==> src/scb_pkg.sv <==
// Package: register map, field positions and constants of the stop/collision/baud block
package scb_pkg;
  // ********************************
  // Register indices
  // ********************************
  localparam logic [2:0] ADDR_BAUD_RELOAD = 3'h0;
  localparam logic [2:0] ADDR_SHIFT_BUF = 3'h1;
  localparam logic [2:0] ADDR_CTRL_ONE = 3'h2;
  localparam logic [2:0] ADDR_CTRL_TWO = 3'h3;
  localparam logic [2:0] ADDR_CTRL_THREE = 3'h4;
  localparam logic [2:0] ADDR_ADDR_MASK = 3'h5;
  localparam logic [2:0] ADDR_STATUS = 3'h6;
  localparam logic [2:0] ADDR_FLAGS = 3'h7;
  // ********************************
  // Field positions
  // ********************************
  localparam int CTRL1_EN_BIT = 5;
  localparam int CTRL1_WCOL_BIT = 7;
  localparam int CTRL2_STOP_BIT = 2;
  localparam int STAT_STOP_SEEN_BIT = 4;
  localparam int FLAG_COLL_BIT = 0;
  localparam int FLAG_EVENT_BIT = 1;
  // ********************************
  // Modes and resets
  // ********************************
  localparam logic [3:0] MODE_SPI_BRG = 4'hA;
  localparam logic [3:0] MODE_I2C_MASTER = 4'h8;
  localparam logic [7:0] RESET_BYTE = 8'h00;
  localparam logic [2:0] SPI_BITS_LAST = 3'h7;
  typedef enum logic [2:0]
  {
    ST_IDLE = 3'b000,
    ST_SDA_LOW = 3'b001,
    ST_SCL_REL = 3'b010,
    ST_SCL_HIGH = 3'b011,
    ST_SDA_REL = 3'b100,
    ST_DONE = 3'b101,
    ST_SPI = 3'b110
  } scb_state_t;
endpackage : scb_pkg

==> src/scb_top.sv <==
// I2C master stop sequencing, stop-time collision detection and shared baud counter
`timescale 1ns/1ps
module scb_top
  import scb_pkg::*;
#(
  parameter int CNT_W = 8
)
(
  // Clock and reset
  input wire logic clk,
  input wire logic rstn,
  // Register port
  input wire logic [2:0] reg_addr,
  input wire logic [7:0] reg_wdata,
  input wire logic reg_wr,
  input wire logic reg_rd,
  output logic [7:0] reg_rdata,
  // I2C bus pins
  input wire logic sda_in,
  output logic sda_out,
  output logic sda_oe,
  input wire logic scl_in,
  output logic scl_out,
  output logic scl_oe,
  // SPI clock pin
  output logic spi_sck
);

  // ********************************
  // Registers
  // ********************************
  logic [7:0] reload_reg, reload_next;
  logic [7:0] buf_reg, buf_next;
  logic [7:0] ctrl1_reg, ctrl1_next;
  logic [7:0] ctrl2_reg, ctrl2_next;
  logic [7:0] ctrl3_reg, ctrl3_next;
  logic [7:0] mask_reg, mask_next;
  logic [7:0] stat_reg, stat_next;
  logic coll_reg, coll_next;
  logic event_reg, event_next;
  logic [7:0] rdata_reg, rdata_next;
  logic [CNT_W-1:0] cnt_reg, cnt_next;
  scb_state_t state_reg, state_next;
  logic sda_oe_reg, sda_oe_next;
  logic scl_oe_reg, scl_oe_next;
  logic sck_reg, sck_next;
  logic [3:0] edges_reg, edges_next;
  logic tick_reg, tick_next;

  logic enabled;
  logic i2c_mode;
  logic spi_mode;
  logic expired;
  logic wr_hit;

  function automatic logic hit(input logic [2:0] a, input logic [2:0] r);
    hit = (a == r);
  endfunction : hit

  assign enabled = ctrl1_reg[CTRL1_EN_BIT];
  assign i2c_mode = enabled && (ctrl1_reg[3:0] == MODE_I2C_MASTER);
  assign spi_mode = enabled && (ctrl1_reg[3:0] == MODE_SPI_BRG);
  assign expired = (cnt_reg == '0) && tick_reg;

  // ********************************
  // Register file and stop sequencer
  // ********************************
  always_comb
  begin
    reload_next = reload_reg;
    buf_next = buf_reg;
    ctrl1_next = ctrl1_reg;
    ctrl2_next = ctrl2_reg;
    ctrl3_next = ctrl3_reg;
    mask_next = mask_reg;
    stat_next = stat_reg;
    coll_next = coll_reg;
    event_next = event_reg;
    rdata_next = RESET_BYTE;
    cnt_next = cnt_reg;
    state_next = state_reg;
    sda_oe_next = sda_oe_reg;
    scl_oe_next = scl_oe_reg;
    sck_next = sck_reg;
    edges_next = edges_reg;
    tick_next = ~tick_reg;
    wr_hit = 1'b0;

    if (reg_rd)
    begin
      case (reg_addr)
        ADDR_BAUD_RELOAD: rdata_next = reload_reg;
        ADDR_SHIFT_BUF: rdata_next = buf_reg;
        ADDR_CTRL_ONE: rdata_next = ctrl1_reg;
        ADDR_CTRL_TWO: rdata_next = ctrl2_reg;
        ADDR_CTRL_THREE: rdata_next = ctrl3_reg;
        ADDR_ADDR_MASK: rdata_next = mask_reg;
        ADDR_STATUS: rdata_next = stat_reg;
        ADDR_FLAGS: rdata_next = {6'h00, event_reg, coll_reg};
        default: rdata_next = RESET_BYTE;
      endcase
    end

    if (reg_wr)
    begin
      if (hit(reg_addr, ADDR_BAUD_RELOAD))
        reload_next = reg_wdata;
      if (hit(reg_addr, ADDR_CTRL_ONE))
        ctrl1_next = reg_wdata;
      if (hit(reg_addr, ADDR_CTRL_TWO))
        ctrl2_next = reg_wdata;
      if (hit(reg_addr, ADDR_CTRL_THREE))
        ctrl3_next = reg_wdata;
      if (hit(reg_addr, ADDR_ADDR_MASK))
        mask_next = reg_wdata;
      if (hit(reg_addr, ADDR_FLAGS))
      begin
        // Write one to clear; hardware set below wins
        coll_next = coll_reg & ~reg_wdata[FLAG_COLL_BIT];
        event_next = event_reg & ~reg_wdata[FLAG_EVENT_BIT];
      end
      if (hit(reg_addr, ADDR_SHIFT_BUF))
      begin
        // Buffer is locked while a sequence runs
        if (state_reg != ST_IDLE)
          ctrl1_next[CTRL1_WCOL_BIT] = 1'b1;
        else
        begin
          buf_next = reg_wdata;
          wr_hit = 1'b1;
        end
      end
    end

    case (state_reg)
      ST_IDLE:
      begin
        if (i2c_mode && ctrl2_next[CTRL2_STOP_BIT])
        begin
          sda_oe_next = 1'b1;
          stat_next[STAT_STOP_SEEN_BIT] = 1'b0;
          state_next = ST_SDA_LOW;
        end
        else if (spi_mode && wr_hit)
        begin
          cnt_next = reload_reg;
          edges_next = '0;
          state_next = ST_SPI;
        end
      end
      ST_SDA_LOW:
      begin
        if (!sda_in)
        begin
          scl_oe_next = 1'b0;
          state_next = ST_SCL_REL;
        end
      end
      ST_SCL_REL:
      begin
        if (scl_in)
        begin
          cnt_next = reload_reg;
          state_next = ST_SCL_HIGH;
        end
      end
      ST_SCL_HIGH:
      begin
        if (!scl_in)
          state_next = ST_IDLE;
        else if (expired)
        begin
          sda_oe_next = 1'b0;
          cnt_next = reload_reg;
          state_next = ST_SDA_REL;
        end
        else
          cnt_next = cnt_reg - 1'b1;
      end
      ST_SDA_REL:
      begin
        if (!scl_in && !sda_in)
          state_next = ST_IDLE;
        else if (expired)
        begin
          if (!sda_in)
            state_next = ST_IDLE;
          else
          begin
            stat_next[STAT_STOP_SEEN_BIT] = 1'b1;
            cnt_next = reload_reg;
            state_next = ST_DONE;
          end
        end
        else
          cnt_next = cnt_reg - 1'b1;
      end
      ST_DONE:
      begin
        if (expired)
        begin
          ctrl2_next[CTRL2_STOP_BIT] = 1'b0;
          event_next = 1'b1;
          state_next = ST_IDLE;
        end
        else
          cnt_next = cnt_reg - 1'b1;
      end
      ST_SPI:
      begin
        // Two rollovers per SPI clock period
        if (!spi_mode)
          state_next = ST_IDLE;
        else if (expired)
        begin
          sck_next = ~sck_reg;
          cnt_next = reload_reg;
          edges_next = edges_reg + 4'h1;
          if (edges_reg == {SPI_BITS_LAST, 1'b1})
            state_next = ST_IDLE;
        end
        else
          cnt_next = cnt_reg - 1'b1;
      end
      default: state_next = ST_IDLE;
    endcase

    // Counter steps every second clock, so one rollover is 2*(reload+1) clocks
    if (!tick_reg && state_reg != ST_IDLE && state_reg != ST_SCL_REL)
      cnt_next = cnt_reg;
    // Phase starts fresh at every first load
    if (state_reg == ST_IDLE || state_reg == ST_SCL_REL)
      tick_next = 1'b0;

    // Any collision in a stop: flag, release lines, drop request
    if ((state_reg == ST_SCL_HIGH && !scl_in)
      || (state_reg == ST_SDA_REL && ((!scl_in && !sda_in) || (expired && !sda_in))))
    begin
      coll_next = 1'b1;
      sda_oe_next = 1'b0;
      scl_oe_next = 1'b0;
      ctrl2_next[CTRL2_STOP_BIT] = 1'b0;
    end

    if (!enabled)
    begin
      state_next = ST_IDLE;
      sda_oe_next = 1'b0;
      scl_oe_next = 1'b0;
      stat_next[STAT_STOP_SEEN_BIT] = 1'b0;
    end
  end

  always_ff @(posedge clk)
  begin
    if (!rstn)
    begin
      reload_reg <= RESET_BYTE;
      buf_reg <= RESET_BYTE;
      ctrl1_reg <= RESET_BYTE;
      ctrl2_reg <= RESET_BYTE;
      ctrl3_reg <= RESET_BYTE;
      mask_reg <= RESET_BYTE;
      stat_reg <= RESET_BYTE;
      coll_reg <= 1'b0;
      event_reg <= 1'b0;
      rdata_reg <= RESET_BYTE;
      cnt_reg <= '0;
      state_reg <= ST_IDLE;
      sda_oe_reg <= 1'b0;
      scl_oe_reg <= 1'b0;
      sck_reg <= 1'b0;
      edges_reg <= 4'h0;
      tick_reg <= 1'b0;
    end
    else
    begin
      reload_reg <= reload_next;
      buf_reg <= buf_next;
      ctrl1_reg <= ctrl1_next;
      ctrl2_reg <= ctrl2_next;
      ctrl3_reg <= ctrl3_next;
      mask_reg <= mask_next;
      stat_reg <= stat_next;
      coll_reg <= coll_next;
      event_reg <= event_next;
      rdata_reg <= rdata_next;
      cnt_reg <= cnt_next;
      state_reg <= state_next;
      sda_oe_reg <= sda_oe_next;
      scl_oe_reg <= scl_oe_next;
      sck_reg <= sck_next;
      edges_reg <= edges_next;
      tick_reg <= tick_next;
    end
  end

  // Open drain: only ever drive low
  assign sda_out = 1'b0;
  assign scl_out = 1'b0;
  assign sda_oe = sda_oe_reg;
  assign scl_oe = scl_oe_reg;
  assign spi_sck = sck_reg;
  assign reg_rdata = rdata_reg;
endmodule : scb_top

==> config.mk <==
export PLATFORM = sky130hd
export DESIGN_NAME = scb_top
export DESIGN_NICKNAME = d
export VERILOG_FILES = /design/src/scb_pkg.sv /design/src/scb_top.sv
export SDC_FILE = /design/constraint.sdc
export NUM_CORES = 1
export LEC_CHECK = 0
export ABC_AREA = 0
export BUFFER_PORTS_ARGS = -buffer_cell sky130_fd_sc_hd__buf_2
export CAP_MARGIN = 30
export CORE_MARGIN = 3
export CORE_UTILIZATION = 64
export CTS_CLUSTER_DIAMETER = 200
export CTS_CLUSTER_SIZE = 30
export DETAILED_ROUTE_END_ITERATION = 8
export PLACE_DENSITY = 0.84
export RECOVER_POWER = 100
export SLEW_MARGIN = 30
export SYNTH_ARGS = -nofsm -noshare
export SYNTH_HDL_FRONTEND = slang
export SYNTH_SLANG_ARGS = --single-unit
==> constraint.sdc <==
create_clock -name clk -period 4.7 [get_ports clk]
set_clock_uncertainty 0.05 [all_clocks]
set_input_delay 0.235 -clock clk [delete_from_list [all_inputs] [get_ports clk]]
set_output_delay 0.235 -clock clk [all_outputs]
set_load 0.05 [all_outputs]
* Word-level counts from Yosys, hierarchy flattened *
Cells that the tools add are included.

storage, ports and cells
  output and inout bits = 13
  word-level logic and storage cells = 169
  register bits = 77
  bits of input ports = 17

cells by class
  bitwise operators = 10
  reduce and logical (&&, ||, !) cells = 45
  muxes and demuxes = 57
  equal/unequal tests = 37
  add/subtract/negate cells = 2

operators by type and width
  operator                                           count
  two-way mux 8 bit                                  11
  one-hot mux 8 bit (8 select lines)                 1
  one-hot mux 8 bit (6 select lines)                 1
  two-way mux 3 bit                                  15
  inequality test 2 bit (second input constant)      14
  == test 3 bit (second input constant)              7
  two-way mux 1 bit                                  21
  one-hot mux 3 bit (7 select lines)                 1
  two-way mux 4 bit                                  4
  AND reduction 2 bit                                8
  inequality test 3 bit (second input constant)      5
  == test 3 x 2 -> 1 bit (second input constant)     4
  == test 4 bit (second input constant)              3
  logical AND 1 bit                                  11
  AND reduction 10 bit                               1
  AND reduction 5 bit                                2
  nonzero test 2 bit                                 5
  logical NOT 8 bit                                  1
  NOT 1 bit                                          8
  one-hot mux 4 bit (2 select lines)                 1
  AND reduction 8 bit                                1
  subtractor 8 x 1 -> 8 bit (second input constant)  1
  == test 3 x 1 -> 1 bit (second input constant)     2
  logical NOT 3 bit                                  2
  12 further kinds                                   21

* Longest topological paths before layout *
Gate-level depths: netlist of the first run.

  depth after elaboration = 8
  mapped depth = 8
  gate-level depth less buffers = 7

* Worst setup path before layout of the first run *
OpenSTA, ideal clock, no wires.

  kind = reg2reg
  from = reg cnt_reg[0]
  to = reg cnt_reg[3]
  cell stages (with the launch flop) = 8
  setup time = 0.134 ns
  setup slack = 2.750 ns
  path buffers = 0
  arrival = 1.765 ns
  required time = 4.516 ns
  cell sequence = dfxtp_1 > inv_1 > ha_1 > and4bb_2 > and2_1 > o22a_2 > o311ai_0 > o31ai_1

between the ends
  longest elaborated chain between the ends = 5

RTL lines
  what                                                                               line            RTL
  start, declared                                                                    scb_top.sv:42   logic [CNT_W-1:0] cnt_reg, cnt_next;
  start signal, assigned                                                             scb_top.sv:288  cnt_reg <= cnt_next;
  parallel branches: the longest is 5 deep, another holds subtractor 8 x 1 -> 8 bit  n/a

Parallel ways; which one is timed is not known. The select of a mux whose other input is x is not followed.
A chain may end at the register's enable or synchronous reset.

* Final worst setup path of the first run *
  from = in rstn
  to = reg cnt_reg[0]

RTL lines
  what             line           RTL
  start, declared  scb_top.sv:11  input wire logic rstn,

No word-level cell between the ends.

==> run metrics, run 1 <==
status finished with violations; failing checks capacitance limit, slew limit; PwrDens 310 nW/um^2; synth warn 0; sequential share of the synthesized area 0.402; Clk Latency, worst-skew pair 0.36 ns; Vert. Die Dim 83.4 um; Setup crit start kind input port; IO Pins 30; R2R Setup Slk 2.17 ns; Post-CTS Setup Inserts 0; Clk pwr share 0.399; H-tree depth 3; CP endpoint kind flop; hold buffers post-CTS 0; most frequent cell after synthesis nand2_1; Worst Tran Pin Value 2.08 ns; Worst Path Max Fanout 62; Multi-input gate area 2120 um^2; DP Worst Slack 2.23 ns; post-route ant nets 0; min Tclk post-route 3.11 ns; drt drc 0; clock tree sinks 77; worst endpoint data arrival time 3.26 ns; top cells by count, synth 123 x nand2_1, 77 x dfxtp_1, 65 x a21oi_1, 34 x nor2_1, 20 x mux2i_1; max_slew headroom -0.393; Root Driver clkbuf_8; Internal 0.936 mW; Sequential Power Share 0.527; initial antenna violation count 0; layout cell share with drive strength beyond 1 0.0709; Post-synth EDFFs 0; f_max 321 MHz; clk slew on worst S/H paths 0.09 ns; worst reg2reg endpoint cnt_reg[6]; FF-to-FF path depth 5; Max clock buf depth 2; Tot GR Track Use 0.292; largest net degree at the start of global routing 63; grt ovf 0; die area 6960 um^2; number of fill cells 475; first-pass GRT wire length 16.3 mm; FF-to-FF Start state_reg[0]; crit path kind in2reg; routability congestion estimate 0.944; endpoints failing hold 0; Leak Pwr 1.41 nW; Register Area 1540 um^2; Slew Viols, Final 95; Area contributors post-synth dfxtp_1 40%, nand2_1 12%, a21oi_1 8.5%, mux2i_1 5.2%, nor2_1 3.3%; setup TNS 0 ns; Std-Cell Rows 27; Mapped Area 3830 um^2; Peak VDD IR 0.275 mV; Synth async-reset ratio 0; diode count 0; final setup fails 0; Initial DRC Count 339; post-synth top area cell dfxtp_1; Required @ worst endpoint 4.85 ns; post-CTS sizing 0; post-detail-place hpwl 6.92 mm; Final period util 0.662; Avg Cell Area, Syn 7.79 um^2; number of global-route vias before repair 3261; RSZ-0062 raised after global routing false; critical path endpoint cnt_reg[0]; # port buffers 26; Routed WL 10.1 mm; setup ws final 1.59 ns; HP Class in2reg; Starting Density 0.680; DR pass1 iterations 5; core area 5640 um^2; MaxCap Viol Count 2; CTS buffer count 9; CTS tree yes; vias per cell 6.27; Die Wd 83.4 um; WL/cell 17.5 um; Synth cell types 53; switching pwr 0.335 mW; Synth Register Bits 77; main flop type after synthesis dfxtp_1; Post-Synthesis Cells 492; Final nets 523; Logic pwr share 0.075; Layout area overhead 6.85%; Critical path origin rstn; top-area cell type share of the netlist area 0.402; via count 3637; switching share of power 0.263
-- per-stage QoR --
step	hold slack (ns)	power, mW	util	cells	area [um^2]
2_1_floorplan	0.321	0.750	-	494	3840
3_3_place_gp	0.390	0.776	0.696	564	3930
3_5_place_dp	0.398	0.778	0.696	564	3930
4_1_cts	0.118	1.27	0.732	580	4130
5_1_grt	0.111	1.32	0.726	580	4100
6_report	0.139	1.27	0.726	580	4100
-- layout make-up --
| cell class | instances | area share |
|---|---|---|
| Clock inverter | 6 | 0.0177 |
| Tap cell | 72 | 0.0220 |
| Multi-Input combinational cell | 381 | 0.518 |
| Sequential cell | 77 | 0.376 |
| Timing Repair Buffer | 26 | 0.0278 |
| Clock buffer | 10 | 0.0311 |
| Inverter | 8 | 0.00763 |
-- layout by cell type (no fill, tap or decap), types with 3 or more instances in the layout --
| cell | Yosys | layout |
|---|---|---|
| a21oi_1 | 65 | 65 |
| nand3b_1 | 3 | 3 |
| a22oi_1 | 5 | 5 |
| nand3_1 | 9 | 9 |
| o32ai_1 | 4 | 4 |
| ha_1 | 3 | 3 |
| a221oi_1 | 3 | 3 |
| nor2_1 | 34 | 34 |
| nor4_1 | 3 | 3 |
| conb_1 | 1 | 3 |
| o31ai_1 | 3 | 3 |
| nor3_1 | 11 | 11 |
| o21ai_0 | 8 | 8 |
| nand2b_1 | 6 | 6 |
| a31oi_1 | 4 | 4 |
| or3_1 | 4 | 4 |
| a211oi_1 | 15 | 15 |
| nor3b_1 | 4 | 4 |
| nand2_1 | 123 | 123 |
| clkbuf_8 | 0 | 9 |
| and3b_1 | 3 | 3 |
| inv_1 | 7 | 7 |
| mux2_2 | 3 | 3 |
| mux2i_1 | 20 | 20 |
| clkbuf_1 | 14 | 14 |
| and2_1 | 5 | 3 |
| buf_2 | 6 | 13 |
| nor2b_1 | 6 | 6 |
| clkinv_4 | 0 | 3 |
| o22ai_1 | 3 | 3 |
| o21a_1 | 3 | 3 |
| and3_1 | 3 | 3 |
| a21boi_0 | 3 | 3 |
| dfxtp_1 | 77 | 77 |
-- power by group through the flow --
stage,Clock [mW],Sequential [mW],Combinational [mW]
final,0.507,0.670,0.0947
after global placement,0,0.684,0.0922
after CTS,0.510,0.669,0.0939
after floorplan,0,0.690,0.0602
after detailed placement,0,0.685,0.0934
after global routing,0.543,0.671,0.102
-- critical path: stages --
cell	delay, ns
clkbuf_1	0.44
clkinvlp_2	1.78
a221oi_1	0.80
-- metal layers --
layer  global-route usage  share of wire  up-vias
met3               0.0635          0.083       22
met1                0.413           0.44     1698
met4                0.113          0.023        0
li1                     -              -     1760
met2                0.437           0.45      157
met5                    0              0        -
-- how the worst min path moves through the flow --
| stage | from | end | slack (ns) | cells past startpoint |
|---|---|---|---|---|
| 6_report | reg_wdata[6] | ctrl3_reg[6] | 0.14 | 3 |
| 5_1_grt | reg_wdata[6] | ctrl1_reg[6] | 0.11 | 3 |
| 3_5_place_dp | mask_reg[7] | mask_reg[7] | 0.40 | 2 |
| 3_3_place_gp | ctrl1_reg[4] | ctrl1_reg[4] | 0.39 | 2 |
| 4_1_cts | reg_wdata[6] | ctrl3_reg[6] | 0.12 | 3 |
| 2_1_floorplan | reg_wdata[0] | buf_reg[0] | 0.32 | 2 |
-- logic make-up after synthesis --
logic type      after synthesis  synth area share
mux                          23            0.0610
flops                        77             0.402
compound gates              131             0.214
fa+ha+maj                     3           0.00979
other cells                   1          0.000978
buf+inv                      36            0.0431
simple gates                221             0.269
(Power assumes the default switching activity.)
==> run 2: changes to the inputs <==
- ABC_AREA: 0 -> 1
- CORE_UTILIZATION: 64 -> 60
- PLACE_DENSITY: 0.84 -> 0.8
- clock period: 4.7 -> 2.9 ns (I/O delays scaled with it)
==> run metrics, run 2 <==
worst stage delay on the critical path 0.44 ns (-1.34 ns); sequential share of the synthesized area 0.402 (about the same); multiplexer area fraction after synthesis 0 (-0.0610); Peak VDD IR 0.496 mV (+81%); Post-synth EDFFs 0 (unchanged); Synth Register Bits 77 (unchanged); Final period util 0.771; worst reg2reg endpoint buf_reg[6]; diode count 0 (unchanged); Final nets 578 (+11%); Root Driver clkbuf_8; Starting Density 0.632 (-0.0474); HP Class in2reg; Post-CTS Setup Inserts 0 (unchanged); H-tree depth 3 (unchanged); f_max 447 MHz; Synth Area in Simple Gates 0.285 (+0.0158); post-synth top area cell dfxtp_1; clk slew on worst S/H paths 0.08 ns (about the same); number of fill cells 562 (+18%); initial antenna violation count 0 (unchanged); RSZ-0062 raised after global routing false; first-pass GRT wire length 15.8 mm (-2.8%); Leak Pwr 1.64 nW (+16%); hold buffers post-CTS 0 (unchanged); top-area cell type share of the netlist area 0.402 (about the same); FF-to-FF path depth 8 (+3); CTS tree yes; Tot GR Track Use 0.272 (-0.0206); post-synthesis xor/xnor area fraction 0.00914 (+0.00914); Area contributors post-synth dfxtp_1 40%, nand2_1 9.3%, a21oi_1 7.4%, o21ai_0 6.7%, nand3_1 5.7%; Final Instance Area 4070 um^2 (-0.76%); Synth cell types 42 (-21%); grt ovf 0 (unchanged); largest net degree at the start of global routing 44 (-30%); CP delay by family, top simple AND/OR/NAND/NOR gates; routability congestion estimate 0.919 (-2.7%); CTS buffer count 9 (unchanged); PwrDens 505 nW/um^2 (+63%); Required @ worst endpoint 3.09 ns (-1.76 ns); Slew Viols, Final 43 (-55%); layout cell share with drive strength beyond 1 0.103 (+0.0322); synth warn 0 (unchanged); Hold Crit Depth 3 (unchanged); failing checks capacitance limit, slew limit; slowest stage cell, crit path nor2_1; Worst Tran Pin Value 1.50 ns (-0.577 ns); status finished with violations; placed cell areas 3940 um^2 (+0.35%); Initial DRC Count 308 (-9.1%); Synth async-reset ratio 0 (unchanged); met3 WL 702 um (-17%); vias per cell 5.67 (-9.5%); Std-Cell Rows 28 (+3.7%); commonest non-fill, non-tap cell in the layout nand2_1; clock tree sinks 77 (unchanged); WP buf/inv 3 (+1); # port buffers 26 (unchanged); core area 6060 um^2 (+7.4%); die area 7380 um^2 (+6.1%); Hold Path Sink stat_reg[4]; Setup crit start kind flop; Max clock buf depth 2 (unchanged); top cells by count, synth 95 x nand2_1, 77 x dfxtp_1, 57 x a21oi_1, 57 x inv_1; Avg Cell Area, Syn 7.11 um^2 (-8.8%); FF-to-FF Start state_reg[0]; Vert. Die Dim 85.9 um (+3.0%); drt drc 0 (unchanged); Die Wd 85.9 um (+3.0%); crit path kind reg2reg; Layout area overhead 6.11%; post-CTS sizing 0 (unchanged); Synth Area in Compound Gates 0.189 (-0.0250); Met1 Routed Length 4.21 mm (-6.1%); hold_sp sda_in; max_slew headroom -0.000810 (+0.393); post-synthesis adder-cell area fraction 0.00979 (about the same); CP cell instances inv_1 -> nand2_2 -> nor2_1 -> inv_2 -> nor2_1 -> inv_1 -> o21ai_0 -> a21oi_1; via count 3620 (-0.47%); worst endpoint data arrival time 2.43 ns (-0.83 ns); MaxCap Viol Count 1 (-1); Mapped Area 3830 um^2 (about the same); min Tclk post-route 2.24 ns; largest family of logic cells by synthesized area simple AND/OR/NAND/NOR gates; R2R Setup Slk 0.66 ns (-1.51 ns); Routed WL 9.46 mm (-6.5%); number of global-route vias before repair 3298 (+1.1%); final setup fails 0 (unchanged); DR pass1 iterations 5 (unchanged); setup TNS 0 ns (unchanged); CP endpoint kind flop; post-route ant nets 0 (unchanged); WL/cell 14.8 um (-15%); IO Pins 30 (unchanged); main flop type after synthesis dfxtp_1; most frequent cell after synthesis nand2_1; Worst Path Max Fanout 11 (-82%); endpoints failing hold 0 (unchanged); Routed met2 length 4.35 mm (-4.5%); most frequent cells in the layout 98 x nand2_1, 77 x dfxtp_1, 59 x inv_1, 57 x nor2_1, 57 x a21oi_1; Clk Latency, worst-skew pair 0.36 ns (about the same); post-detail-place hpwl 6.77 mm (-2.2%); Post-Synthesis Cells 539 (+9.6%); uppermost layer routed met4
## run 2: cell types whose count changed after synthesis, sizes merged, moves of 7 or more
cell,delta
a21oi,-8
o21ai,+51
inv,+60
nand4,+10
nand3,+39
a211oi,-12
nand2,-18
nor2,+25
mux2i,-20
clkbuf,-7
## run 2: worst max path at each step
stage | slack (ns) | cells after the start | endpoint | start
floorplan | 1.36 | 12 | cnt_reg[1] | cnt_reg[0]
global placement | 1.12 | 8 | cnt_reg[1] | reg_wr
detailed placement | 1.10 | 8 | cnt_reg[2] | reg_wr
CTS | 1.12 | 12 | cnt_reg[6] | cnt_reg[0]
global route | 0.45 | 8 | buf_reg[5] | state_reg[0]
finish | 0.66 | 8 | buf_reg[6] | state_reg[0]
## run 2: routing by layer
layer | global-route usage | vias to the layer above
met5 | 0 | -
met4 | 0.114 | 0
met3 | 0.0384 | 17
met2 | 0.425 | 150
met1 | 0.375 | 1634
li1 | - | 1819
## run 2: report_power, final
group          switching [mW]  leakage, nW  internal [mW]
registers             0.00982        0.623           1.08
clock network           0.399       0.0995          0.423
logic                   0.110        0.920         0.0355
## run 2: through the flow
| step | instances | hold slack, ns | setup slack, ns | utilization | total power [mW] |
|---|---|---|---|---|---|
| 4_1_cts | 638 | 0.0605 | 1.12 | 0.684 | 2.06 |
| 6_report | 638 | 0.0690 | 0.663 | 0.671 | 2.05 |
| 5_1_grt | 638 | 0.0860 | 0.446 | 0.671 | 2.13 |
| 2_1_floorplan | 541 | 0.230 | 1.36 | - | 1.22 |
| 3_5_place_dp | 622 | 0.392 | 1.10 | 0.650 | 1.26 |
| 3_3_place_gp | 622 | 0.387 | 1.12 | 0.650 | 1.26 |
## run 2: layout make-up
type | count | area, um^2 | share of cell area
Clock buffer | 11 | 141 | 0.0348
Inverter | 68 | 260 | 0.0640
Sequential cell | 77 | 1540 | 0.379
Clock inverter | 5 | 60.1 | 0.0148
Multi-Input combinational cell | 374 | 1840 | 0.452
Timing Repair Buffer | 28 | 130 | 0.0320
Tap cell | 75 | 93.8 | 0.0231
## run 2: logic make-up after synthesis
logic type | after synthesis
other | 1
flip-flops | 77
AND/OR/NAND/NOR | 228
adder cells (fa/ha/maj) | 3
XOR/XNOR | 4
buffers and inverters | 90
AO/OA/AOI/OAI | 136
## run 2: worst register-to-register path, delay by kind of cell, from the launching register on
family          cells  cell delay, ns
compound gates      2            0.28
buf+inv             3            0.53
flops               1            0.42
simple gates        3            0.85
==> run 3: changes to the inputs <==
- CORE_UTILIZATION: 60 -> 54
- PLACE_DENSITY: 0.8 -> 0.76
- clock period: 2.9 -> 1.9 ns (I/O delays scaled with it)
==> run metrics, run 3 (synthesis gave the netlist of run 2 again) <==
Peak VDD IR 0.510 mV (+2.7%); setup TNS 0 ns (unchanged); H-tree depth 3 (unchanged); CP endpoint kind flop; via count 3681 (+1.7%); Worst Path Max Fanout 8 (-3); die area 8140 um^2 (+10%); # port buffers 26 (unchanged); diode count 0 (unchanged); min Tclk post-route 1.74 ns (-0.494 ns); drt drc 0 (unchanged); Vert. Die Dim 90.2 um (+5.0%); post-detail-place hpwl 7.01 mm (+3.5%); CTS tree yes; layout cell share with drive strength beyond 1 0.121 (+0.0178); final core area utilization 0.615 (-0.0557); clock tree sinks 77 (unchanged); core area 6830 um^2 (+13%); CTS buffer count 9 (unchanged); Total Power 3.29 mW (+60%); Final nets 586 (+1.4%); Starting Density 0.561 (-0.0713); Final period util 0.917 (+0.146); largest net degree at the start of global routing 33 (-25%); post-route ant nets 0 (unchanged); most frequent cells in the layout 97 x nand2_1, 77 x dfxtp_1, 58 x inv_1, 57 x a21oi_1, 53 x nor2_1; HP Class in2reg; DR pass1 iterations 5 (unchanged); PwrDens 784 nW/um^2 (+55%); max_slew headroom 0.551 (+0.552); f_max 574 MHz (+28%); routability congestion estimate 0.893 (-2.8%); Worst Tran Pin Value 0.673 ns (-0.828 ns); Hold Crit Depth 3 (unchanged); Clk Latency, worst-skew pair 0.36 ns (about the same); clk slew on worst S/H paths 0.08 ns (about the same); grt ovf 0 (unchanged); endpoints failing hold 0 (unchanged); final setup fails 0 (unchanged); Leak Pwr 1.72 nW (+4.6%); Std-Cell Rows 30 (+7.1%); Slew Viols, Final 0 (-100%); vias per cell 5.52 (-2.7%); FF-to-FF path depth 9 (+1); Initial DRC Count 275 (-11%); Layout area overhead 9.66%; status finished, final reports clean; WL/cell 15.0 um (+0.85%); crit path kind reg2reg; number of global-route vias before repair 3425 (+3.9%); worst endpoint data arrival time 1.95 ns (-0.48 ns); IO Pins 30 (unchanged); Required @ worst endpoint 2.11 ns (-0.98 ns); MaxCap Viol Count 0 (-1); Max clock buf depth 2 (unchanged); Routed WL 9.97 mm (+5.4%); initial antenna violation count 0 (unchanged); Tot GR Track Use 0.246 (-0.0255); commonest non-fill, non-tap cell in the layout nand2_1; Root Driver clkbuf_8; Die Wd 90.2 um (+5.0%); Setup crit start kind flop; first-pass GRT wire length 16.3 mm (+3.2%)
-- run 3: cell types whose count changed in the layout (fill, tap and decap cells not counted), moves of 2 or more --
cell | before | now
buf_4 | 2 | 5
clkinv_4 | 2 | 0
nor2_1 | 57 | 53
nor2_2 | 2 | 4
nor2_4 | 0 | 2
nor3_1 | 3 | 5
nor3_2 | 2 | 0
-- run 3: critical path, stage by stage (launching register included) --
cell and delay, ns:
dfxtp_1 0.52, inv_2 0.12, nand3_1 0.13, nand3_1 0.09, nor2_1 0.14, nand3_2 0.13
nor2_4 0.21, inv_4 0.08, nor2_1 0.13, nor2_1 0.05
-- run 3: worst paths after layout --
path	startpoint	end	slack, ns
worst max-delay path	state_reg[2]	cnt_reg[7]	0.16
worst min-delay path	reg_wdata[6]	reload_reg[6]	0.02
worst max register to register	state_reg[2]	cnt_reg[7]	0.16
worst min register to register	mask_reg[4]	mask_reg[4]	0.40
-- run 3: power breakdown --
group	internal, mW	switching (mW)	total [mW]
Sequential	1.64	0.0145	1.66
Clock	0.779	0.621	1.40
Combinational	0.0607	0.174	0.235
-- run 3: metal layers --
metal / vias up / GRT usage / wire, um
li1: 1834 / - / -
met1: 1684 / 0.326 / 4430
met2: 140 / 0.400 / 4640
met3: 23 / 0.0410 / 676
met4: 0 / 0.101 / 231
met5: - / 0 / 0
-- run 3: repair_timing --
action	CTS	global route
setup buffers	0	1
hold buffers	1	0
endpoints found under the hold margin	1	0
gates resized for setup	0	3
setup endpoints to repair	0	12
-- run 3: area by class of cell --
class / instances / area (um^2)
Clock buffer: 11 / 141
Clock inverter: 5 / 81.3
Fill cell: 656 / 2630
Inverter: 68 / 263
Multi-Input combinational cell: 375 / 1880
Sequential cell: 77 / 1540
Tap cell: 96 / 120
Timing Repair Buffer: 35 / 176
-- run 3: stage by stage --
stage / setup slack (ns) / hold slack, ns / cell area [um^2] / cells
after floorplan: 0.358 / 0.180 / 3840 / 541
after global placement: 0.217 / 0.374 / 4010 / 648
after detailed placement: 0.130 / 0.377 / 4010 / 648
after CTS: 0.108 / 0.0122 / 4240 / 665
after global routing: -0.00299 / 0.0253 / 4200 / 667
final: 0.157 / 0.0171 / 4200 / 667
